File: src/hdl/tlsf_pkg.sv
// constants and helpers for the temperature limit status filter
package tlsf_pkg;
    localparam int unsigned DATA_W = 8;
    localparam int unsigned PTR_W = 8;
    localparam int unsigned CHAN_W = 2;
    localparam int unsigned FIELD_W = 3;
    localparam int unsigned CNT_W = 3;

    // pointer addresses
    localparam logic [PTR_W-1:0] PTR_STATUS = 8'h02;
    localparam logic [PTR_W-1:0] PTR_HYST = 8'h21;
    localparam logic [PTR_W-1:0] PTR_FILTER = 8'h22;
    localparam logic [PTR_W-1:0] PTR_FAULT = 8'h23;
    localparam logic [PTR_W-1:0] PTR_MASK = 8'h24;
    localparam logic [PTR_W-1:0] PTR_HIGH = 8'h25;
    localparam logic [PTR_W-1:0] PTR_LOW = 8'h26;
    localparam logic [PTR_W-1:0] PTR_OTEMP = 8'h27;

    // reset values
    localparam logic [DATA_W-1:0] HYST_RESET = 8'h0a;
    localparam logic [DATA_W-1:0] FILTER_RESET = 8'h70;
    localparam logic [DATA_W-1:0] MASK_RESET = 8'hff;
    localparam logic [DATA_W-1:0] ZERO_BYTE = 8'h00;

    // filter register layout
    localparam int unsigned FILT_OT_LSB = 4;
    localparam int unsigned FILT_WARN_LSB = 1;
    localparam logic [DATA_W-1:0] FILTER_WMASK = 8'h7e;

    // summary status bit positions
    localparam int unsigned STAT_HIGH_BIT = 4;
    localparam int unsigned STAT_LOW_BIT = 3;
    localparam int unsigned STAT_FAULT_BIT = 2;
    localparam int unsigned STAT_OTEMP_BIT = 1;

    localparam logic [CNT_W-1:0] CNT_ONE = 3'h1;
    localparam logic [CNT_W-1:0] CNT_MAX = 3'h4;

    // count field code to number of conversions needed (1..4)
    function automatic logic [CNT_W-1:0] tlsf_need(input logic [FIELD_W-1:0] code);
        logic [CNT_W-1:0] n;
        n = CNT_ONE;
        n = n + {2'h0, code[0]} + {2'h0, code[1]} + {2'h0, code[2]};
        return n;
    endfunction
endpackage

File: src/hdl/tlsf_filter.sv
// consecutive out-of-limit counter for one channel and one pin
`timescale 1ns/1ns
module tlsf_filter (
    // clock and reset
    input wire logic mclk,
    input wire logic rst,
    // conversion of this channel
    input wire logic conv_hit,
    input wire logic cond,
    input wire logic [tlsf_pkg::CNT_W-1:0] need,
    // filtered result
    output logic active_r
);
    import tlsf_pkg::*;

    logic [CNT_W-1:0] cnt_r;
    logic [CNT_W-1:0] cnt_nxt;

    // saturate so a long fault never wraps back to inactive
    always_comb begin
        cnt_nxt = cnt_r;
        if (conv_hit) begin
            if (!cond) begin
                cnt_nxt = '0;
            end else if (cnt_r != CNT_MAX) begin
                cnt_nxt = cnt_r + CNT_ONE;
            end
        end
    end

    always_ff @(posedge mclk or posedge rst) begin
        if (rst) begin
            cnt_r <= '0;
        end else begin
            cnt_r <= cnt_nxt;
        end
    end

    always_ff @(posedge mclk or posedge rst) begin
        if (rst) begin
            active_r <= 1'b0;
        end else if (conv_hit) begin
            active_r <= (cnt_nxt >= need);
        end
    end
endmodule

File: src/hdl/tlsf_top.sv
// limit status, fault flags and pin filtering of the temperature monitor
// Behaviour
// - filter register at 22h, reset 70h
// - overtemp count D6-D4, warn D3-D1
// - codes 000/001/011/111 need 1-4 conversions
// - filter affects pins, not status flags
// - hysteresis register at 21h, reset 0Ah
// - hysteresis is one field D7-D0
// - hysteresis unsigned degrees, any code to FF
// - fault bit 2 for remote channel 2
// - fault bit 1 for remote channel 1
// - channel errors assert warning pin only where mask bit set
// - high status bit on high limit exceeded
// - summary high flag from any high bit
// - low status bit below low limit
// - summary low flag from any low bit
// - overtemp status bit above overtemp limit
// - summary overtemp flag from any bit
`timescale 1ns/1ns
module tlsf_top #(
    parameter int unsigned NCHAN = 3
) (
    // clock and reset
    input wire logic mclk,
    input wire logic rst,
    // register port from the two-wire front end
    input wire logic reg_wr,
    input wire logic reg_rd,
    input wire logic [tlsf_pkg::PTR_W-1:0] reg_ptr,
    input wire logic [tlsf_pkg::DATA_W-1:0] reg_wdata,
    output logic [tlsf_pkg::DATA_W-1:0] reg_rdata_r,
    // conversion results, one channel per pulse
    input wire logic conv_valid,
    input wire logic [tlsf_pkg::CHAN_W-1:0] conv_chan,
    input wire logic [tlsf_pkg::DATA_W-1:0] conv_temp,
    input wire logic [tlsf_pkg::DATA_W-1:0] high_limit,
    input wire logic [tlsf_pkg::DATA_W-1:0] low_limit,
    input wire logic [tlsf_pkg::DATA_W-1:0] otemp_limit,
    input wire logic diode_open,
    // alarm pins, active high level
    output logic warn_active_r,
    output logic otemp_active_r
);
    import tlsf_pkg::*;

    logic [DATA_W-1:0] hysteresis_value_r;
    logic [DATA_W-1:0] filter_r;
    logic [DATA_W-1:0] mask_r;
    logic [NCHAN-1:0] high_stat_r;
    logic [NCHAN-1:0] low_stat_r;
    logic [NCHAN-1:0] otemp_stat_r;
    logic [NCHAN-1:0] fault_r;
    logic [NCHAN-1:0] otemp_stat_nxt;
    logic [NCHAN-1:0] warn_hit;
    logic [NCHAN-1:0] otemp_hit;
    logic [DATA_W-1:0] status_byte;
    logic [DATA_W-1:0] fault_byte;
    logic [DATA_W-1:0] read_nxt;
    logic [CNT_W-1:0] warn_need;
    logic [CNT_W-1:0] otemp_need;
    logic is_high;
    logic is_low;
    logic above_ot;
    logic below_release;
    logic [DATA_W:0] release_point;

    always_ff @(posedge mclk or posedge rst) begin
        if (rst) begin
            hysteresis_value_r <= HYST_RESET;
        end else if (reg_wr && reg_ptr == PTR_HYST) begin
            hysteresis_value_r <= reg_wdata;
        end
    end

    always_ff @(posedge mclk or posedge rst) begin
        if (rst) begin
            filter_r <= FILTER_RESET;
        end else if (reg_wr && reg_ptr == PTR_FILTER) begin
            // D7 and D0 held at zero
            filter_r <= reg_wdata & FILTER_WMASK;
        end
    end

    always_ff @(posedge mclk or posedge rst) begin
        if (rst) begin
            mask_r <= MASK_RESET;
        end else if (reg_wr && reg_ptr == PTR_MASK) begin
            mask_r <= reg_wdata;
        end
    end

    assign warn_need = tlsf_need(filter_r[FILT_WARN_LSB +: FIELD_W]);
    assign otemp_need = tlsf_need(filter_r[FILT_OT_LSB +: FIELD_W]);

    // limit compares on the current conversion
    assign is_high = conv_temp > high_limit;
    assign is_low = conv_temp < low_limit;
    assign above_ot = conv_temp > otemp_limit;
    // unsigned subtraction, a wide result keeps codes up to ff
    assign release_point = {1'b0, otemp_limit} - {1'b0, hysteresis_value_r};
    // negative release point never clears, the hazard of a too large value
    assign below_release = !release_point[DATA_W] &&
                           ({1'b0, conv_temp} < release_point);

    always_ff @(posedge mclk or posedge rst) begin
        if (rst) begin
            high_stat_r <= '0;
        end else if (conv_valid && conv_chan < NCHAN) begin
            high_stat_r[conv_chan] <= is_high;
        end
    end

    always_ff @(posedge mclk or posedge rst) begin
        if (rst) begin
            low_stat_r <= '0;
        end else if (conv_valid && conv_chan < NCHAN) begin
            low_stat_r[conv_chan] <= is_low;
        end
    end

    always_comb begin
        otemp_stat_nxt = otemp_stat_r;
        if (conv_valid && conv_chan < NCHAN) begin
            if (above_ot) begin
                otemp_stat_nxt[conv_chan] = 1'b1;
            end else if (below_release) begin
                otemp_stat_nxt[conv_chan] = 1'b0;
            end
        end
    end

    always_ff @(posedge mclk or posedge rst) begin
        if (rst) begin
            otemp_stat_r <= '0;
        end else begin
            otemp_stat_r <= otemp_stat_nxt;
        end
    end

    // remote diode faults, local channel never faults
    always_ff @(posedge mclk or posedge rst) begin
        if (rst) begin
            fault_r <= '0;
        end else if (conv_valid && conv_chan < NCHAN && conv_chan != '0) begin
            fault_r[conv_chan] <= diode_open;
        end
    end

    // per-channel consecutive filters for both pins
    genvar ch;
    generate
        for (ch = 0; ch < NCHAN; ch++) begin : g_chan
            logic hit_now;
            assign hit_now = conv_valid && (conv_chan == CHAN_W'(ch));
            // filters sit only on the pin path
            tlsf_filter u_warn (
                .mclk(mclk),
                .rst(rst),
                .conv_hit(hit_now),
                .cond(is_high || is_low || (ch != 0 && diode_open)),
                .need(warn_need),
                .active_r(warn_hit[ch])
            );
            tlsf_filter u_otemp (
                .mclk(mclk),
                .rst(rst),
                .conv_hit(hit_now),
                .cond(otemp_stat_nxt[ch]),
                .need(otemp_need),
                .active_r(otemp_hit[ch])
            );
        end
    endgenerate

    always_ff @(posedge mclk or posedge rst) begin
        if (rst) begin
            warn_active_r <= 1'b0;
        end else begin
            warn_active_r <= |(warn_hit & mask_r[NCHAN-1:0]);
        end
    end

    always_ff @(posedge mclk or posedge rst) begin
        if (rst) begin
            otemp_active_r <= 1'b0;
        end else begin
            otemp_active_r <= |otemp_hit;
        end
    end

    always_comb begin
        status_byte = ZERO_BYTE;
        status_byte[STAT_HIGH_BIT] = |high_stat_r;
        status_byte[STAT_LOW_BIT] = |low_stat_r;
        status_byte[STAT_OTEMP_BIT] = |otemp_stat_r;
        status_byte[STAT_FAULT_BIT] = |fault_r;
        fault_byte = ZERO_BYTE;
        fault_byte[NCHAN-1:0] = fault_r;
    end

    // unmapped pointers read as zero
    always_comb begin
        read_nxt = ZERO_BYTE;
        case (reg_ptr)
            PTR_STATUS: read_nxt = status_byte;
            PTR_HYST: read_nxt = hysteresis_value_r;
            PTR_FILTER: read_nxt = filter_r;
            PTR_FAULT: read_nxt = fault_byte;
            PTR_MASK: read_nxt = mask_r;
            PTR_HIGH: read_nxt[NCHAN-1:0] = high_stat_r;
            PTR_LOW: read_nxt[NCHAN-1:0] = low_stat_r;
            PTR_OTEMP: read_nxt[NCHAN-1:0] = otemp_stat_r;
            default: read_nxt = ZERO_BYTE;
        endcase
    end

    always_ff @(posedge mclk or posedge rst) begin
        if (rst) begin
            reg_rdata_r <= ZERO_BYTE;
        end else if (reg_rd) begin
            reg_rdata_r <= read_nxt;
        end
    end
endmodule

File: config.mk
export PLATFORM = sky130hd
export DESIGN_NAME = tlsf_top
export DESIGN_NICKNAME = d
export VERILOG_FILES = /design/src/hdl/tlsf_pkg.sv /design/src/hdl/tlsf_filter.sv /design/src/hdl/tlsf_top.sv
export SDC_FILE = /design/constraint.sdc
export NUM_CORES = 1
export LEC_CHECK = 0
export ABC_AREA = 1
export BUFFER_PORTS_ARGS = -buffer_cell sky130_fd_sc_hd__buf_2
export CORE_MARGIN = 5
export CORE_UTILIZATION = 25
export DETAILED_ROUTE_END_ITERATION = 10
export GPL_TIMING_DRIVEN = 1
export PLACE_DENSITY_LB_ADDON = 0.3
export SYNTH_ARGS = -nofsm -noshare
export SYNTH_HDL_FRONTEND = slang
export SYNTH_SLANG_ARGS = --single-unit
File: constraint.sdc
create_clock -name mclk -period 4 [get_ports mclk]
set_clock_uncertainty 0.1 [all_clocks]
set_input_delay 0.8 -clock mclk [delete_from_list [all_inputs] [get_ports mclk]]
set_output_delay 0.8 -clock mclk [all_outputs]
set_load 0.02 [all_outputs]
Yosys cells after proc, flatten, opt, wreduce, memory -nomap -nowiden --
Index checks and enable logic that the tools add are counted.
Storage, ports and cells: bits in registers 68, bits of input ports 56, output and inout bits 10, word-level logic and storage cells 117
Cells by class: add/sub/neg operators 13, $lt $le $gt $ge 13, equal/unequal tests 16, mux-type cells 28, bitwise logic cells 4, reduce and logical (&&, ||, !) cells 21
Operator list (number):
- $mux 3 | 21
- $eq 8x6->1 const B | 7
- $pmux 3 s8 | 1
- $pmux 5 s4 | 1
- $add 3x1->3 const B | 6
- $ge 3x3->1 | 6
- $ne 3x3->1 const B | 6
- $reduce_or 3->1 | 6
- $gt 8x8->1 | 2
- $logic_and 1x1->1 | 10
- $bwmux 3 | 3
- $lt 8x9->1 | 1
- $sub 8x8->9 | 1
- $eq 8x2->1 const B | 1
- $lt 8x8->1 | 1
- $add 2x1->3 | 2
- $add 3x1->3 | 2
- $and 3x3->3 | 2
- $add 1x1->2 const A | 2
- $lt 2x3->1 const B | 1
- $not 3->3 | 1
- $or 3x3->3 | 1
- $demux 1 s2 | 1
- $eq 2x1->1 const B | 1
- 8 further kinds | 9

Logic depth before layout (Yosys ltp) --
Gate-level depths: netlist of the first run.
word-level depth 12, mapped depth 24, mapped depth without buffers 24

Modules after synthesis --
A second synthesis of the first run with hierarchy kept.
Unflattened totals: cells, all modules 724, area, all modules 5459.0 sq um
By module, submodules not included:
- tlsf_top | instances 1, cells an instance 442, area an instance 3439.5 sq um, seq. area each 1117.3 sq um
- tlsf_filter | instances 6, cells an instance 47, area an instance 336.6 sq um, seq. area each 100.1 sq um

Least setup slack after synthesis of the first run --
No wires, ideal clock.
path kind in2reg, start point input port otemp_limit[0] (netlist name), end point register g_chan[0].u_otemp.active_r, setup time 138 ps, arrival 3425 ps, required time 3762 ps, path slack 338 ps, stages 22, buffers on the path 0, cells stage by stage inv_1 -> ha_1 -> fa_1 -> nand3b_1 -> nand2_1 -> nand2_1 -> nand2_1 -> a21oi_1 -> xor2_1 -> ha_1 -> a21oi_1 -> nand2_1 -> nand2_1 -> nand4_1 -> nand2_1 -> nand2_1 -> nand2_1 -> nand2_1 -> ha_1 -> a21boi_0 -> o21ai_0 -> a22oi_1
Between the ends: longest elaborated chain between the ends 9, elaborated cells between the ends (all ways) 11, those cells by class 1 x add/sub; 3 x order compare; 5 x mux; 2 x reduce/logical
RTL lines:
- start: declaration | line tlsf_top.sv:38 | input wire logic [tlsf_pkg::DATA_W-1:0] otemp_limit,
- $sub 8x8->9 | line tlsf_top.sv:100 | assign release_point = {1'b0, otemp_limit} - {1'b0, hysteresis_value_r};
- $lt 8x9->1 / $logic_not 1->1 (equally long branches) | line tlsf_top.sv:103, tlsf_top.sv:102
- $logic_and 1x1->1 | line tlsf_top.sv:102 | assign below_release = !release_point[DATA_W] &&
- $mux 3 | line tlsf_top.sv:126 | end else if (below_release) begin
- $mux 3 (*) | line tlsf_top.sv:124 | if (above_ot) begin
- $mux 3 (*) | line tlsf_top.sv:123 | if (conv_valid && conv_chan < NCHAN) begin
- via g_chan[0].u_otemp.cond | line tlsf_filter.sv:9 | input wire logic cond,
- $mux 3 (*) | line tlsf_filter.sv:23 | if (!cond) begin
- $mux 3 (*) | line tlsf_filter.sv:22 | if (conv_hit) begin
- via g_chan[0].u_otemp.cnt_nxt[1] | line tlsf_filter.sv:17 | logic [CNT_W-1:0] cnt_nxt;
- $ge 3x3->1 (*) | line tlsf_filter.sv:43 | active_r <= (cnt_nxt >= need);
- end signal: assignment | line tlsf_filter.sv:43
- end: declaration | line tlsf_filter.sv:12 | output logic active_r
The timed path passes the listed nets; every way through them passes the cells marked *. A chain may end at the register's enable or synchronous reset.

Worst setup path after layout of the first run --
start point input port otemp_limit[0] (netlist name), end point register g_chan[1].u_otemp.active_r
Between the ends: longest elaborated chain between the ends 9, elaborated cells between the ends (all ways) 11, those cells by class 1 x add/sub; 3 x order compare; 5 x mux; 2 x reduce/logical
RTL lines (line):
- $sub 8x8->9 | tlsf_top.sv:100
- $lt 8x9->1 / $logic_not 1->1 (equally long branches) | tlsf_top.sv:103, tlsf_top.sv:102
- $logic_and 1x1->1 | tlsf_top.sv:102
- $mux 3 | tlsf_top.sv:126
- $mux 3 (*) | tlsf_top.sv:124
- $mux 3 (*) | tlsf_top.sv:123
- via g_chan[1].u_otemp.cond | tlsf_filter.sv:9
- $mux 3 (*) | tlsf_filter.sv:23
- $mux 3 (*) | tlsf_filter.sv:22
- via g_chan[1].u_otemp.cnt_nxt[1] | tlsf_filter.sv:17
- $ge 3x3->1 (*) | tlsf_filter.sv:43
- end signal: assignment | tlsf_filter.sv:43
- end: declaration | tlsf_filter.sv:12
Marked as above.

==> qor.txt, run 1 <==
========================================================================
Outcome                                                        completed
Largest area contributor in the synthesized netlist         sky130_fd_sc_hd__dfrtp_1
Commonest non-fill, non-tap cells in the layout             sky130_fd_sc_hd__nand2_1, sky130_fd_sc_hd__inv_1, sky130_fd_sc_hd__ha_1, sky130_fd_sc_hd__buf_2, sky130_fd_sc_hd__dfrtp_1
Cell internal power dissipation                                  1.85 mW
Most Frequent Cell on Critical Path                         sky130_fd_sc_hd__nand2_1
Clk_lat worst skew                                               0.33 ns
Area growth from synthesis to layout                               21.6%
Horiz. Die Dim                                                    151 um
Share of cells above drive strength 1                              17.9%
Multi-input gate area                                       0.00270 mm^2
Max-slew violation count                                               0
Type of origin of the critical path                         primary input
Wirelength per Cell                                              13.0 um
Global-route total usage across every layer                        11.8%
Final hold violations                                                  0
Max-capacitance violation count                                        0
Total via count in the routed design                                4220
Die area                                                     0.0227 mm^2
Signal arrival time at the worst endpoint                        3.86 ns
Buffer cell driving the clock tree root                     sky130_fd_sc_hd__clkbuf_16
Count of cell types in the netlist                                    39
Final instance area                                         0.00601 mm^2
Largest fanout on the critical path                                    3
Smallest setup slack after layout                               0.251 ns
Required time at the worst-slack endpoint                        4.11 ns
Power share of the sequential group                                34.6%
Ratio of total power to cell area                            455 mW/mm^2
Final setup vio count                                                  0
Place WS                                                       -0.100 ns
Slowest cell on crit path                                   sky130_fd_sc_hd__fa_1
CTS tree                                                           built
Number of buffers inserted to repair setup after CTS                   0
Slew of the pin with the lowest slew margin                     0.831 ns
Initial antenna violation count                                        0
Post-detailed-route count of antenna-violating nets                    0
Congestion Overflow GR                                                 0
Post-detailed-routing wire length                               12900 um
Register bit count reported by yosys                                  68
CTS sink cnt                                                          68
Final antenna diode count                                              0
Wire length of the first global-routing pass                    21000 um
# DRC                                                                  0
Final weighted congestion in routability-driven placement          0.811
Drt first-iter violations                                            164
Worst hold margin                                               0.280 ns
Detailed placer's ending HPWL                                   10700 um
Level count of the clock H-tree                                        3
Cell types with the largest area share after synthesis      sky130_fd_sc_hd__dfrtp_1, sky130_fd_sc_hd__ha_1, sky130_fd_sc_hd__nand2_1
Count of boundary I/O pins                                            66
Largest buffer count on any clock path                                 2
Part of the cycle the worst path needs                             93.7%
Leakage power                                                    3.20 nW
Total clock buffers created by CTS                                     9
Worst path max stage delay                                       0.38 ns
Most common cell after layout, fill and taps aside          sky130_fd_sc_hd__nand2_1
Total number of placement rows                                        51
Number of warnings reported in the yosys synthesis log                 0
Gate Count Post-Synth                                                640
Setup repair after global routing missed its margin                false
Final core utilization                                             30.9%
Fillers                                                             2123
Die Ht                                                            151 um
Register area share after synthesis                                34.7%
Worst slew margin relative to its limit                            44.5%
Core Box Area                                                0.0195 mm^2
Instance area at placement                                  0.00565 mm^2
Final std cells w/o fill                                             990
Combinational share of power                                       29.9%
Via count of the first global-routing pass                          4157
Post-route minimum period                                        3.75 ns
Cell Count Post-Placement                                            974
Post-synth net total                                                 771
Maximum frequency from static timing analysis                    267 MHz
Sequential standard cell area                               0.00172 mm^2
Total net switching power                                       0.884 mW
Type of element capturing the critical path                     register
Hold/Removal Path Class                                       reg -> reg
Worst IR drop on VDD                                              235 uV
Worst setup path class                                         in -> reg
Per-instance average area after synthesis                      7.73 um^2
Area share of the largest cell type after synthesis                27.8%
Syn Std Cell Area                                           0.00494 mm^2
Number of buffer cells added on primary ports                         65
Switching Share                                                    32.3%
Routed vias/inst                                                    4.26
Largest net degree at the start of global routing                     39
Clock slew at reported path FFs                                  0.06 ns
Final net count                                                      851
Clock share of power                                               35.6%
Initial core utilization                                           25.4%
DRT Pass-1 Iters                                                       4
========================================================================
## cell usage after synthesis (all sizes together)
master  instances
nand2         153
inv           128
o21ai          75
ha             74
dfrtp          55
a21oi          34
nor2           31
nand3          22
dfstp          13
xor2            9
nand4           7
a21boi          4
buf             4
clkbuf          4
o211ai          4
a22oi           3
o31ai           3
xnor2           3
a211oi          2
a31oi           2
and3            2
nor3            2
a21o            1
clkinv          1
fa              1
nand3b          1
nor4            1
o22ai           1
## final cells by class
| cell class | count | area share [%] |
|---|---|---|
| clock buffers | 9 | 3.75 |
| well taps | 265 | 5.51 |
| multi-input cells | 435 | 44.9 |
| clock inverters | 7 | 2.31 |
| repair buffers | 77 | 6.91 |
| inverters | 129 | 8.07 |
| flip-flops and latches | 68 | 28.6 |
## critical path, delay by kind of cell
family | cells | cell delay (ns)
xor gates and xnor gates | 1 | 0.15
and+or+nand+nor | 13 | 1.11
buffers and inverters | 3 | 0.16
AOI/OAI and AO/OA | 4 | 0.45
adders and majority gates | 4 | 1.18
## power groups by stage
| stage | combinational [mW] | clock [mW] | sequential, mW |
|---|---|---|---|
| global route | 1.00 | 1.02 | 0.968 |
| detailed placement | 0.826 | 0 | 0.958 |
| CTS | 0.835 | 0.995 | 0.947 |
| global placement | 0.807 | 0 | 0.957 |
| floorplan | 0.597 | 0 | 0.929 |
| finish | 0.818 | 0.974 | 0.946 |
## registers in the layout, summed over array words and instances, names as in the netlist
register	count
g_chan.u_warn.cnt_r	9
mask_r	8
fault_r	3
low_stat_r	3
otemp_stat_r	3
reg_rdata_r	8
warn_active_r	1
otemp_active_r	1
hysteresis_value_r	8
g_chan.u_otemp.active_r	3
g_chan.u_warn.active_r	3
g_chan.u_otemp.cnt_r	9
high_stat_r	3
filter_r	6
## cell families (layout without fill, tap and decap cells)
logic type	after synthesis	after routing	share of synthesized area (%)
flops	68	68	34.7
compound gates	129	129	14.5
xor+xnor	12	12	2.13
simple gates	219	219	18.8
buf+inv	137	222	10.7
fa+ha+maj	75	75	19.1
## final timing paths
path | slack (ns) | end | depth (start not counted) | start
worst max-delay path | 0.25 | g_chan[1].u_otemp.active_r | 25 | otemp_limit[0]
max in group asynchronous | 2.46 | mask_r[6] | 3 | rst
min in group asynchronous | 0.53 | filter_r[1] | 2 | rst
worst max register to register | 0.36 | g_chan[1].u_otemp.active_r | 23 | hysteresis_value_r[0]
worst min-delay path | 0.28 | fault_r[0] | 0 | fault_r[0]
worst min register to register | 0.28 | fault_r[0] | 0 | fault_r[0]
## through the flow
step | power [mW] | setup TNS (ns)
4_1_cts | 2.78 | 0
6_report | 2.74 | 0
2_1_floorplan | 1.53 | 0
3_5_place_dp | 1.78 | -0.176
5_1_grt | 2.99 | 0
3_3_place_gp | 1.76 | 0
## metal layers
metal / track usage (%) / part of all wire [%]
met5: 0 / 0
met1: 17.1 / 51
met3: 2.47 / 5.0
met2: 18.3 / 44
met4: 2.18 / 0.48
## what timing repair did
item / 4_1_cts / 5_1_grt
endpoints found under the setup margin: 0 / 1
hold buffers: 0 / 0
resized for setup: 0 / 1
Power figures use the tool's default switching activity.
==> run 2, diff against run 1 <==
- ABC_CLOCK_PERIOD_IN_PS: default -> 3380
- CELL_PAD_IN_SITES_DETAIL_PLACEMENT: default -> 0
- CELL_PAD_IN_SITES_GLOBAL_PLACEMENT: default -> 2
- clock period: 4 -> 3.38 ns (I/O delays scaled with it)
==> run 2 against run 1 <==
The flow now finishes with violations (negative setup slack); critical path type unchanged; die area is the same; via count grew 3.5%; register-to-register slack lost 0.41 ns; clock-buffer cell count grew 1; setup slack lost 0.30 ns; final area grew 4.8%; first-iteration DRC count grew 18%.
==> qor.txt, run 2 (synthesis results as in run 1) <==
========================================================================
Total via count in the routed design                                4366
Worst hold stages                                                      0
Worst path top cell family by delay                         simple AND/OR/NAND/NOR gates
Endpoint of the worst-slack reg-to-reg timing path          g_chan[2].u_otemp.active_r
Via count of the first global-routing pass                          4292
Die Ht                                                            151 um
Worst path max stage delay                                       0.35 ns
Setup repair after global routing missed its margin                 true
Launch point of the worst hold path                           fault_r[0]
Total number of placement rows                                        51
Slew of the pin with the lowest slew margin                     0.516 ns
Largest regs                                                g_chan.u_otemp.cnt_r x9, g_chan.u_warn.cnt_r x9
Leakage power                                                    3.30 nW
Congestion Overflow GR                                                 0
Switching Share                                                    33.0%
Worst hold path endpoint                                      fault_r[0]
Total net switching power                                        1.10 mW
Largest buffer count on any clock path                                 2
DRT Pass-1 Iters                                                       4
Type of origin of the critical path                         primary input
Flop2flop setup slack                                           -0.05 ns
Wirelength per Cell                                              13.9 um
Power share of the sequential group                                33.7%
Area growth from synthesis to layout                               27.4%
Number of cells on the worst reg-to-reg path                          23
Final setup vio count                                                  3
Final net count                                                      872
Combinational share of power                                       33.6%
Count of boundary I/O pins                                            66
Drt first-iter violations                                            193
Worst slew margin relative to its limit                            65.5%
Required time at the worst-slack endpoint                        3.48 ns
Failing checks                                              negative setup slack
Clock slew at reported path FFs                                  0.06 ns
Detailed placer's ending HPWL                                   11400 um
Final weighted congestion in routability-driven placement          0.838
Die area                                                     0.0227 mm^2
Share of cells above drive strength 1                              23.2%
Signal arrival time at the worst endpoint                        3.53 ns
Commonest non-fill, non-tap cells in the layout             sky130_fd_sc_hd__nand2_1, sky130_fd_sc_hd__inv_1, sky130_fd_sc_hd__ha_1, sky130_fd_sc_hd__buf_2, sky130_fd_sc_hd__dfrtp_1
Worst setup path class                                         in -> reg
Hold/Removal Path Class                                       reg -> reg
CTS sink cnt                                                          68
Maximum frequency from static timing analysis                    292 MHz
Post-detailed-routing wire length                               14000 um
CTS tree                                                           built
Slowest cell on crit path                                   sky130_fd_sc_hd__fa_2
Fillers                                                             2082
Max-capacitance violation count                                        0
Level count of the clock H-tree                                        3
Largest net degree at the start of global routing                     69
Clk_lat worst skew                                               0.33 ns
Wire length of the first global-routing pass                    22300 um
Smallest setup slack after layout                             -0.0451 ns
Max-slew violation count                                               0
Final core utilization                                             32.4%
Critical R2R Launch                                         hysteresis_value_r[0]
Final antenna diode count                                              0
Total clock buffers created by CTS                                     9
Largest fanout on the critical path                                    3
Post-route minimum period                                        3.43 ns
Outcome                                                     finished with violations
Routed vias/inst                                                    4.32
Cell internal power dissipation                                  2.24 mW
Worst IR drop on VDD                                              281 uV
Crit path launch                                            otemp_limit[0]
Initial antenna violation count                                        0
Global-route total usage across every layer                        12.6%
Initial core utilization                                           25.4%
Clock share of power                                               32.7%
Horiz. Die Dim                                                    151 um
Core Box Area                                                0.0195 mm^2
Most common cell after layout, fill and taps aside          sky130_fd_sc_hd__nand2_1
Type of element capturing the critical path                     register
Buffer cell driving the clock tree root                     sky130_fd_sc_hd__clkbuf_16
Post-detailed-route count of antenna-violating nets                    0
# DRC                                                                  0
Final hold violations                                                  0
Most Frequent Cell on Critical Path                         sky130_fd_sc_hd__nand2_1
Ratio of total power to cell area                            530 mW/mm^2
Part of the cycle the worst path needs                              101%
Buf+Inv Stages, Crit Path                                              3
Power after layout                                               3.34 mW
Number of buffer cells added on primary ports                         65
========================================================================
==> run 2: worst reg2reg max path, stage by stage, from the launching register on <==
cell and delay, ns:
sky130_fd_sc_hd__dfrtp_2 0.44, sky130_fd_sc_hd__ha_4 0.18, sky130_fd_sc_hd__fa_2 0.35, sky130_fd_sc_hd__nand3b_1 0.18, sky130_fd_sc_hd__nand2_1 0.09, sky130_fd_sc_hd__nand2_1 0.07
sky130_fd_sc_hd__nand2_1 0.08, sky130_fd_sc_hd__a21oi_2 0.05, sky130_fd_sc_hd__xor2_1 0.14, sky130_fd_sc_hd__ha_1 0.30, sky130_fd_sc_hd__nand2_1 0.07, sky130_fd_sc_hd__inv_1 0.04
sky130_fd_sc_hd__nand2_1 0.05, sky130_fd_sc_hd__nand2_1 0.05, sky130_fd_sc_hd__nand2_2 0.10, sky130_fd_sc_hd__nand4_1 0.09, sky130_fd_sc_hd__nand2_1 0.12, sky130_fd_sc_hd__nand2_2 0.08
sky130_fd_sc_hd__nand2_2 0.06, sky130_fd_sc_hd__nand2_2 0.07, sky130_fd_sc_hd__ha_4 0.23, sky130_fd_sc_hd__a21boi_2 0.14, sky130_fd_sc_hd__o21ai_1 0.14, sky130_fd_sc_hd__a22oi_1 0.08
==> run 2: final cells by class <==
| class | instances | area [um^2] | area share, % |
|---|---|---|---|
| repair buffers | 98 | 596 | 9.45 |
| clock inverters | 6 | 111 | 1.77 |
| inverters | 129 | 498 | 7.90 |
| clock buffers | 10 | 239 | 3.79 |
| flip-flops and latches | 68 | 1720 | 27.3 |
| well taps | 265 | 332 | 5.26 |
| multi-input cells | 435 | 2810 | 44.5 |
==> run 2: power groups by stage <==
stage	combinational [mW]	sequential [mW]	clock, mW
3_5_place_dp	1.04	1.14	0
5_1_grt	1.32	1.15	1.16
3_3_place_gp	0.996	1.13	0
6_report	1.12	1.12	1.09
4_1_cts	1.07	1.12	1.13
2_1_floorplan	0.725	1.10	0
==> run 2: worst max path at each step <==
stage | endpoint | slack (ns) | depth (start not counted)
floorplan | g_chan[1].u_otemp.active_r | -0.06 | 22
global placement | g_chan[2].u_otemp.active_r | -0.48 | 25
detailed placement | g_chan[1].u_otemp.active_r | -0.53 | 23
CTS | g_chan[2].u_otemp.active_r | -0.05 | 23
global route | g_chan[0].u_otemp.active_r | -0.33 | 23
finish | g_chan[2].u_otemp.active_r | -0.05 | 25
==> run 2: metrics by stage <==
stage / setup TNS, ns / cell area [um^2] / hold slack [ns] / std cells / setup slack, ns
4_1_cts: -0.127 / 6220 / 0.283 / 1008 / -0.0484
5_1_grt: -0.941 / 6300 / 0.309 / 1011 / -0.334
6_report: -0.101 / 6300 / 0.278 / 1011 / -0.0451
3_3_place_gp: -1.44 / 5770 / 0.269 / 984 / -0.478
2_1_floorplan: -0.103 / 4980 / 0.325 / 640 / -0.0574
3_5_place_dp: -1.64 / 5770 / 0.270 / 984 / -0.532
==> run 2: what timing repair did <==
| action | 4_1_cts | 5_1_grt |
|---|---|---|
| resized for setup | 12 | 12 |
| pin swaps | 13 | 19 |
| buffers inserted | 8 | 3 |
| hold buffers | 0 | 0 |
| setup endpoints to repair | 3 | 3 |
==> run 2: per-layer routing <==
layer / global-route usage (%) / wire (um) / vias to the layer above
met4: 2.90 / 95 / 0
met3: 2.62 / 793 / 12
met5: 0 / 0 / -
li1: - / - / 2266
met2: 20.3 / 6540 / 75
met1: 17.3 / 6610 / 2013
==> run 3, diff against run 2 <==
- CORE_UTILIZATION: 25 -> 31
- SLEW_MARGIN: default -> 20
==> run 3 against run 2 <==
The flow now finishes without violations; sequential share of layout area is 0.67 points higher; core utilization is 6.6 points higher; global-route usage is 2.8 points higher; non-clock buffer count is 7 lower; power is 2.3% lower; register-to-register slack better by 0.08 ns; worst hold slack better by 0.0038 ns; combinational power is 4% lower; highest routed layer unchanged; via count is 0.41% lower; die area is 18% lower.
==> qor.txt, run 3 (synthesis results as in run 1) <==
========================================================================
Max-capacitance violation count                                        0
Largest buffer count on any clock path                                 2
Type of origin of the critical path                         primary input
Hold/Removal Path Class                                       reg -> reg
Via count of the first global-routing pass                          4363
Worst path top cell family by delay                          adder cells
Most common cell after layout, fill and taps aside          sky130_fd_sc_hd__nand2_1
Wire length of the first global-routing pass                    22100 um
Outcome                                                        completed
Global-route total usage across every layer                        15.4%
Clock slew at reported path FFs                                  0.06 ns
Share of cells above drive strength 1                              22.1%
Largest regs                                                g_chan.u_otemp.cnt_r x9, g_chan.u_warn.cnt_r x9
Setup repair after global routing missed its margin                 true
Count of boundary I/O pins                                            66
Type of element capturing the critical path                     register
Final net count                                                      865
Signal arrival time at the worst endpoint                        3.49 ns
Initial core utilization                                           31.4%
Post-detailed-routing wire length                               13500 um
Total via count in the routed design                                4348
Core Box Area                                                0.0158 mm^2
Largest net degree at the start of global routing                     36
Required time at the worst-slack endpoint                        3.50 ns
Part of the cycle the worst path needs                             99.6%
Final hold violations                                                  0
Worst hold margin                                               0.282 ns
Most Frequent Cell on Critical Path                         sky130_fd_sc_hd__nand2_1
Power after layout                                               3.26 mW
Fillers                                                             1696
Max-slew violation count                                               0
Leakage power                                                    3.25 nW
Post-detailed-route count of antenna-violating nets                    0
Worst hold stages                                                      0
Wirelength per Cell                                              14.1 um
Commonest non-fill, non-tap cells in the layout             sky130_fd_sc_hd__nand2_1, sky130_fd_sc_hd__inv_1, sky130_fd_sc_hd__ha_1, sky130_fd_sc_hd__buf_2, sky130_fd_sc_hd__dfrtp_1
Die area                                                     0.0186 mm^2
Critical R2R Launch                                         hysteresis_value_r[0]
Number of buffer cells added on primary ports                         65
Maximum frequency from static timing analysis                    297 MHz
Slew of the pin with the lowest slew margin                     0.801 ns
Post-route minimum period                                        3.37 ns
Drt first-iter violations                                            234
# DRC                                                                  0
Clk_lat worst skew                                               0.34 ns
Initial antenna violation count                                        0
Final setup vio count                                                  0
Ratio of total power to cell area                            531 mW/mm^2
Level count of the clock H-tree                                        3
Worst setup path class                                         in -> reg
Number of cells on the worst reg-to-reg path                          23
Total number of placement rows                                        46
Final antenna diode count                                              0
Die Ht                                                            136 um
Detailed placer's ending HPWL                                   11100 um
Horiz. Die Dim                                                    136 um
Buffer cell driving the clock tree root                     sky130_fd_sc_hd__clkbuf_16
Routed vias/inst                                                    4.55
CTS sink cnt                                                          68
Largest fanout on the critical path                                    3
Final weighted congestion in routability-driven placement          0.820
Buf+Inv Stages, Crit Path                                              3
Endpoint of the worst-slack reg-to-reg timing path          g_chan[0].u_otemp.active_r
CTS tree                                                           built
Worst IR drop on VDD                                              291 uV
Area growth from synthesis to layout                               24.3%
Slowest cell on crit path                                   sky130_fd_sc_hd__fa_2
Number of hold buffers added after CTS                                 0
Congestion Overflow GR                                                 0
Total clock buffers created by CTS                                     9
Flop2flop setup slack                                            0.03 ns
DRT Pass-1 Iters                                                       4
Worst slew margin relative to its limit                            46.5%
Worst hold path endpoint                                      fault_r[0]
Launch point of the worst hold path                           fault_r[0]
Worst path max stage delay                                       0.33 ns
========================================================================
[run 3: cell types whose count changed in the layout (fill, tap and decap cells not counted), sizes merged]
cell      before  now
buf           98   91
bufinv         3    2
clkbuf        10   11
clkinv         3    2
clkinvlp       1    2
[run 3: worst register-to-register path, stage by stage (launching register included)]
cell	delay, ns
sky130_fd_sc_hd__dfrtp_1	0.42
sky130_fd_sc_hd__ha_4	0.18
sky130_fd_sc_hd__fa_2	0.33
sky130_fd_sc_hd__nand3b_1	0.18
sky130_fd_sc_hd__nand2_1	0.09
sky130_fd_sc_hd__nand2_1	0.07
sky130_fd_sc_hd__nand2_1	0.07
sky130_fd_sc_hd__a21oi_2	0.05
sky130_fd_sc_hd__xor2_1	0.14
sky130_fd_sc_hd__ha_1	0.30
sky130_fd_sc_hd__nand2_1	0.08
sky130_fd_sc_hd__inv_1	0.03
sky130_fd_sc_hd__nand2_1	0.05
sky130_fd_sc_hd__nand2_1	0.05
sky130_fd_sc_hd__nand2_2	0.08
sky130_fd_sc_hd__nand4_1	0.08
sky130_fd_sc_hd__nand2_1	0.11
sky130_fd_sc_hd__nand2_2	0.07
sky130_fd_sc_hd__nand2_1	0.06
sky130_fd_sc_hd__nand2_1	0.06
sky130_fd_sc_hd__ha_1	0.28
sky130_fd_sc_hd__a21boi_1	0.13
sky130_fd_sc_hd__o21ai_1	0.12
sky130_fd_sc_hd__a22oi_1	0.07
[run 3: cell type report]
class,count,area (um^2),area share (%)
clock buffer,11,253,4.11
multi-input combinational,435,2800,45.5
sequential,68,1720,28.0
timing repair buffer,91,527,8.57
clock inverter,5,83.8,1.36
tap,216,270,4.40
inverter,129,498,8.10
[run 3: metal layers]
metal  routed length [um]  vias to the layer above  track usage, %
met5                    0                        -               0
met1                 6410                     1987            20.9
li1                     -                     2256               -
met4                  277                        0            5.15
met2                 6030                       88            24.3
met3                  785                       17            3.37
[run 3: worst max path at each step]
stage / start / end / slack (ns) / cells past startpoint
floorplan: otemp_limit[0] / g_chan[1].u_otemp.active_r / -0.06 / 22
global placement: otemp_limit[0] / g_chan[1].u_otemp.active_r / -0.46 / 25
detailed placement: otemp_limit[0] / g_chan[0].u_otemp.active_r / -0.51 / 23
CTS: hysteresis_value_r[0] / g_chan[1].u_otemp.active_r / -0.07 / 21
global route: hysteresis_value_r[0] / g_chan[0].u_otemp.active_r / -0.32 / 23
finish: otemp_limit[0] / g_chan[0].u_otemp.active_r / 0.01 / 25
[run 3: report_power, final]
part	total (mW)	switching [mW]	internal (mW)	leakage (nW)
Combinational	1.08	0.605	0.470	2.26
Clock	1.06	0.372	0.687	0.158
Sequential	1.13	0.132	0.996	0.836
[run 3: through the flow]
stage          instances  utilization (%)  area [um^2]  TNS [ns]  setup WS, ns
2_1_floorplan        640                -         4980    -0.103       -0.0574
3_3_place_gp         936             36.2         5710     -1.32        -0.459
3_5_place_dp         936             36.2         5710     -1.49        -0.505
4_1_cts              954             38.6         6080    -0.170       -0.0656
5_1_grt              955             39.0         6140    -0.906        -0.320
6_report             955             39.0         6140         0        0.0122
[run 3: repair_timing]
action | CTS | global route
setup buffers | 2 | 1
gates cloned | 0 | 0
resized for setup | 9 | 11
setup endpoints to repair | 3 | 3
endpoints found under the hold margin | 0 | 0
pin swaps | 13 | 15
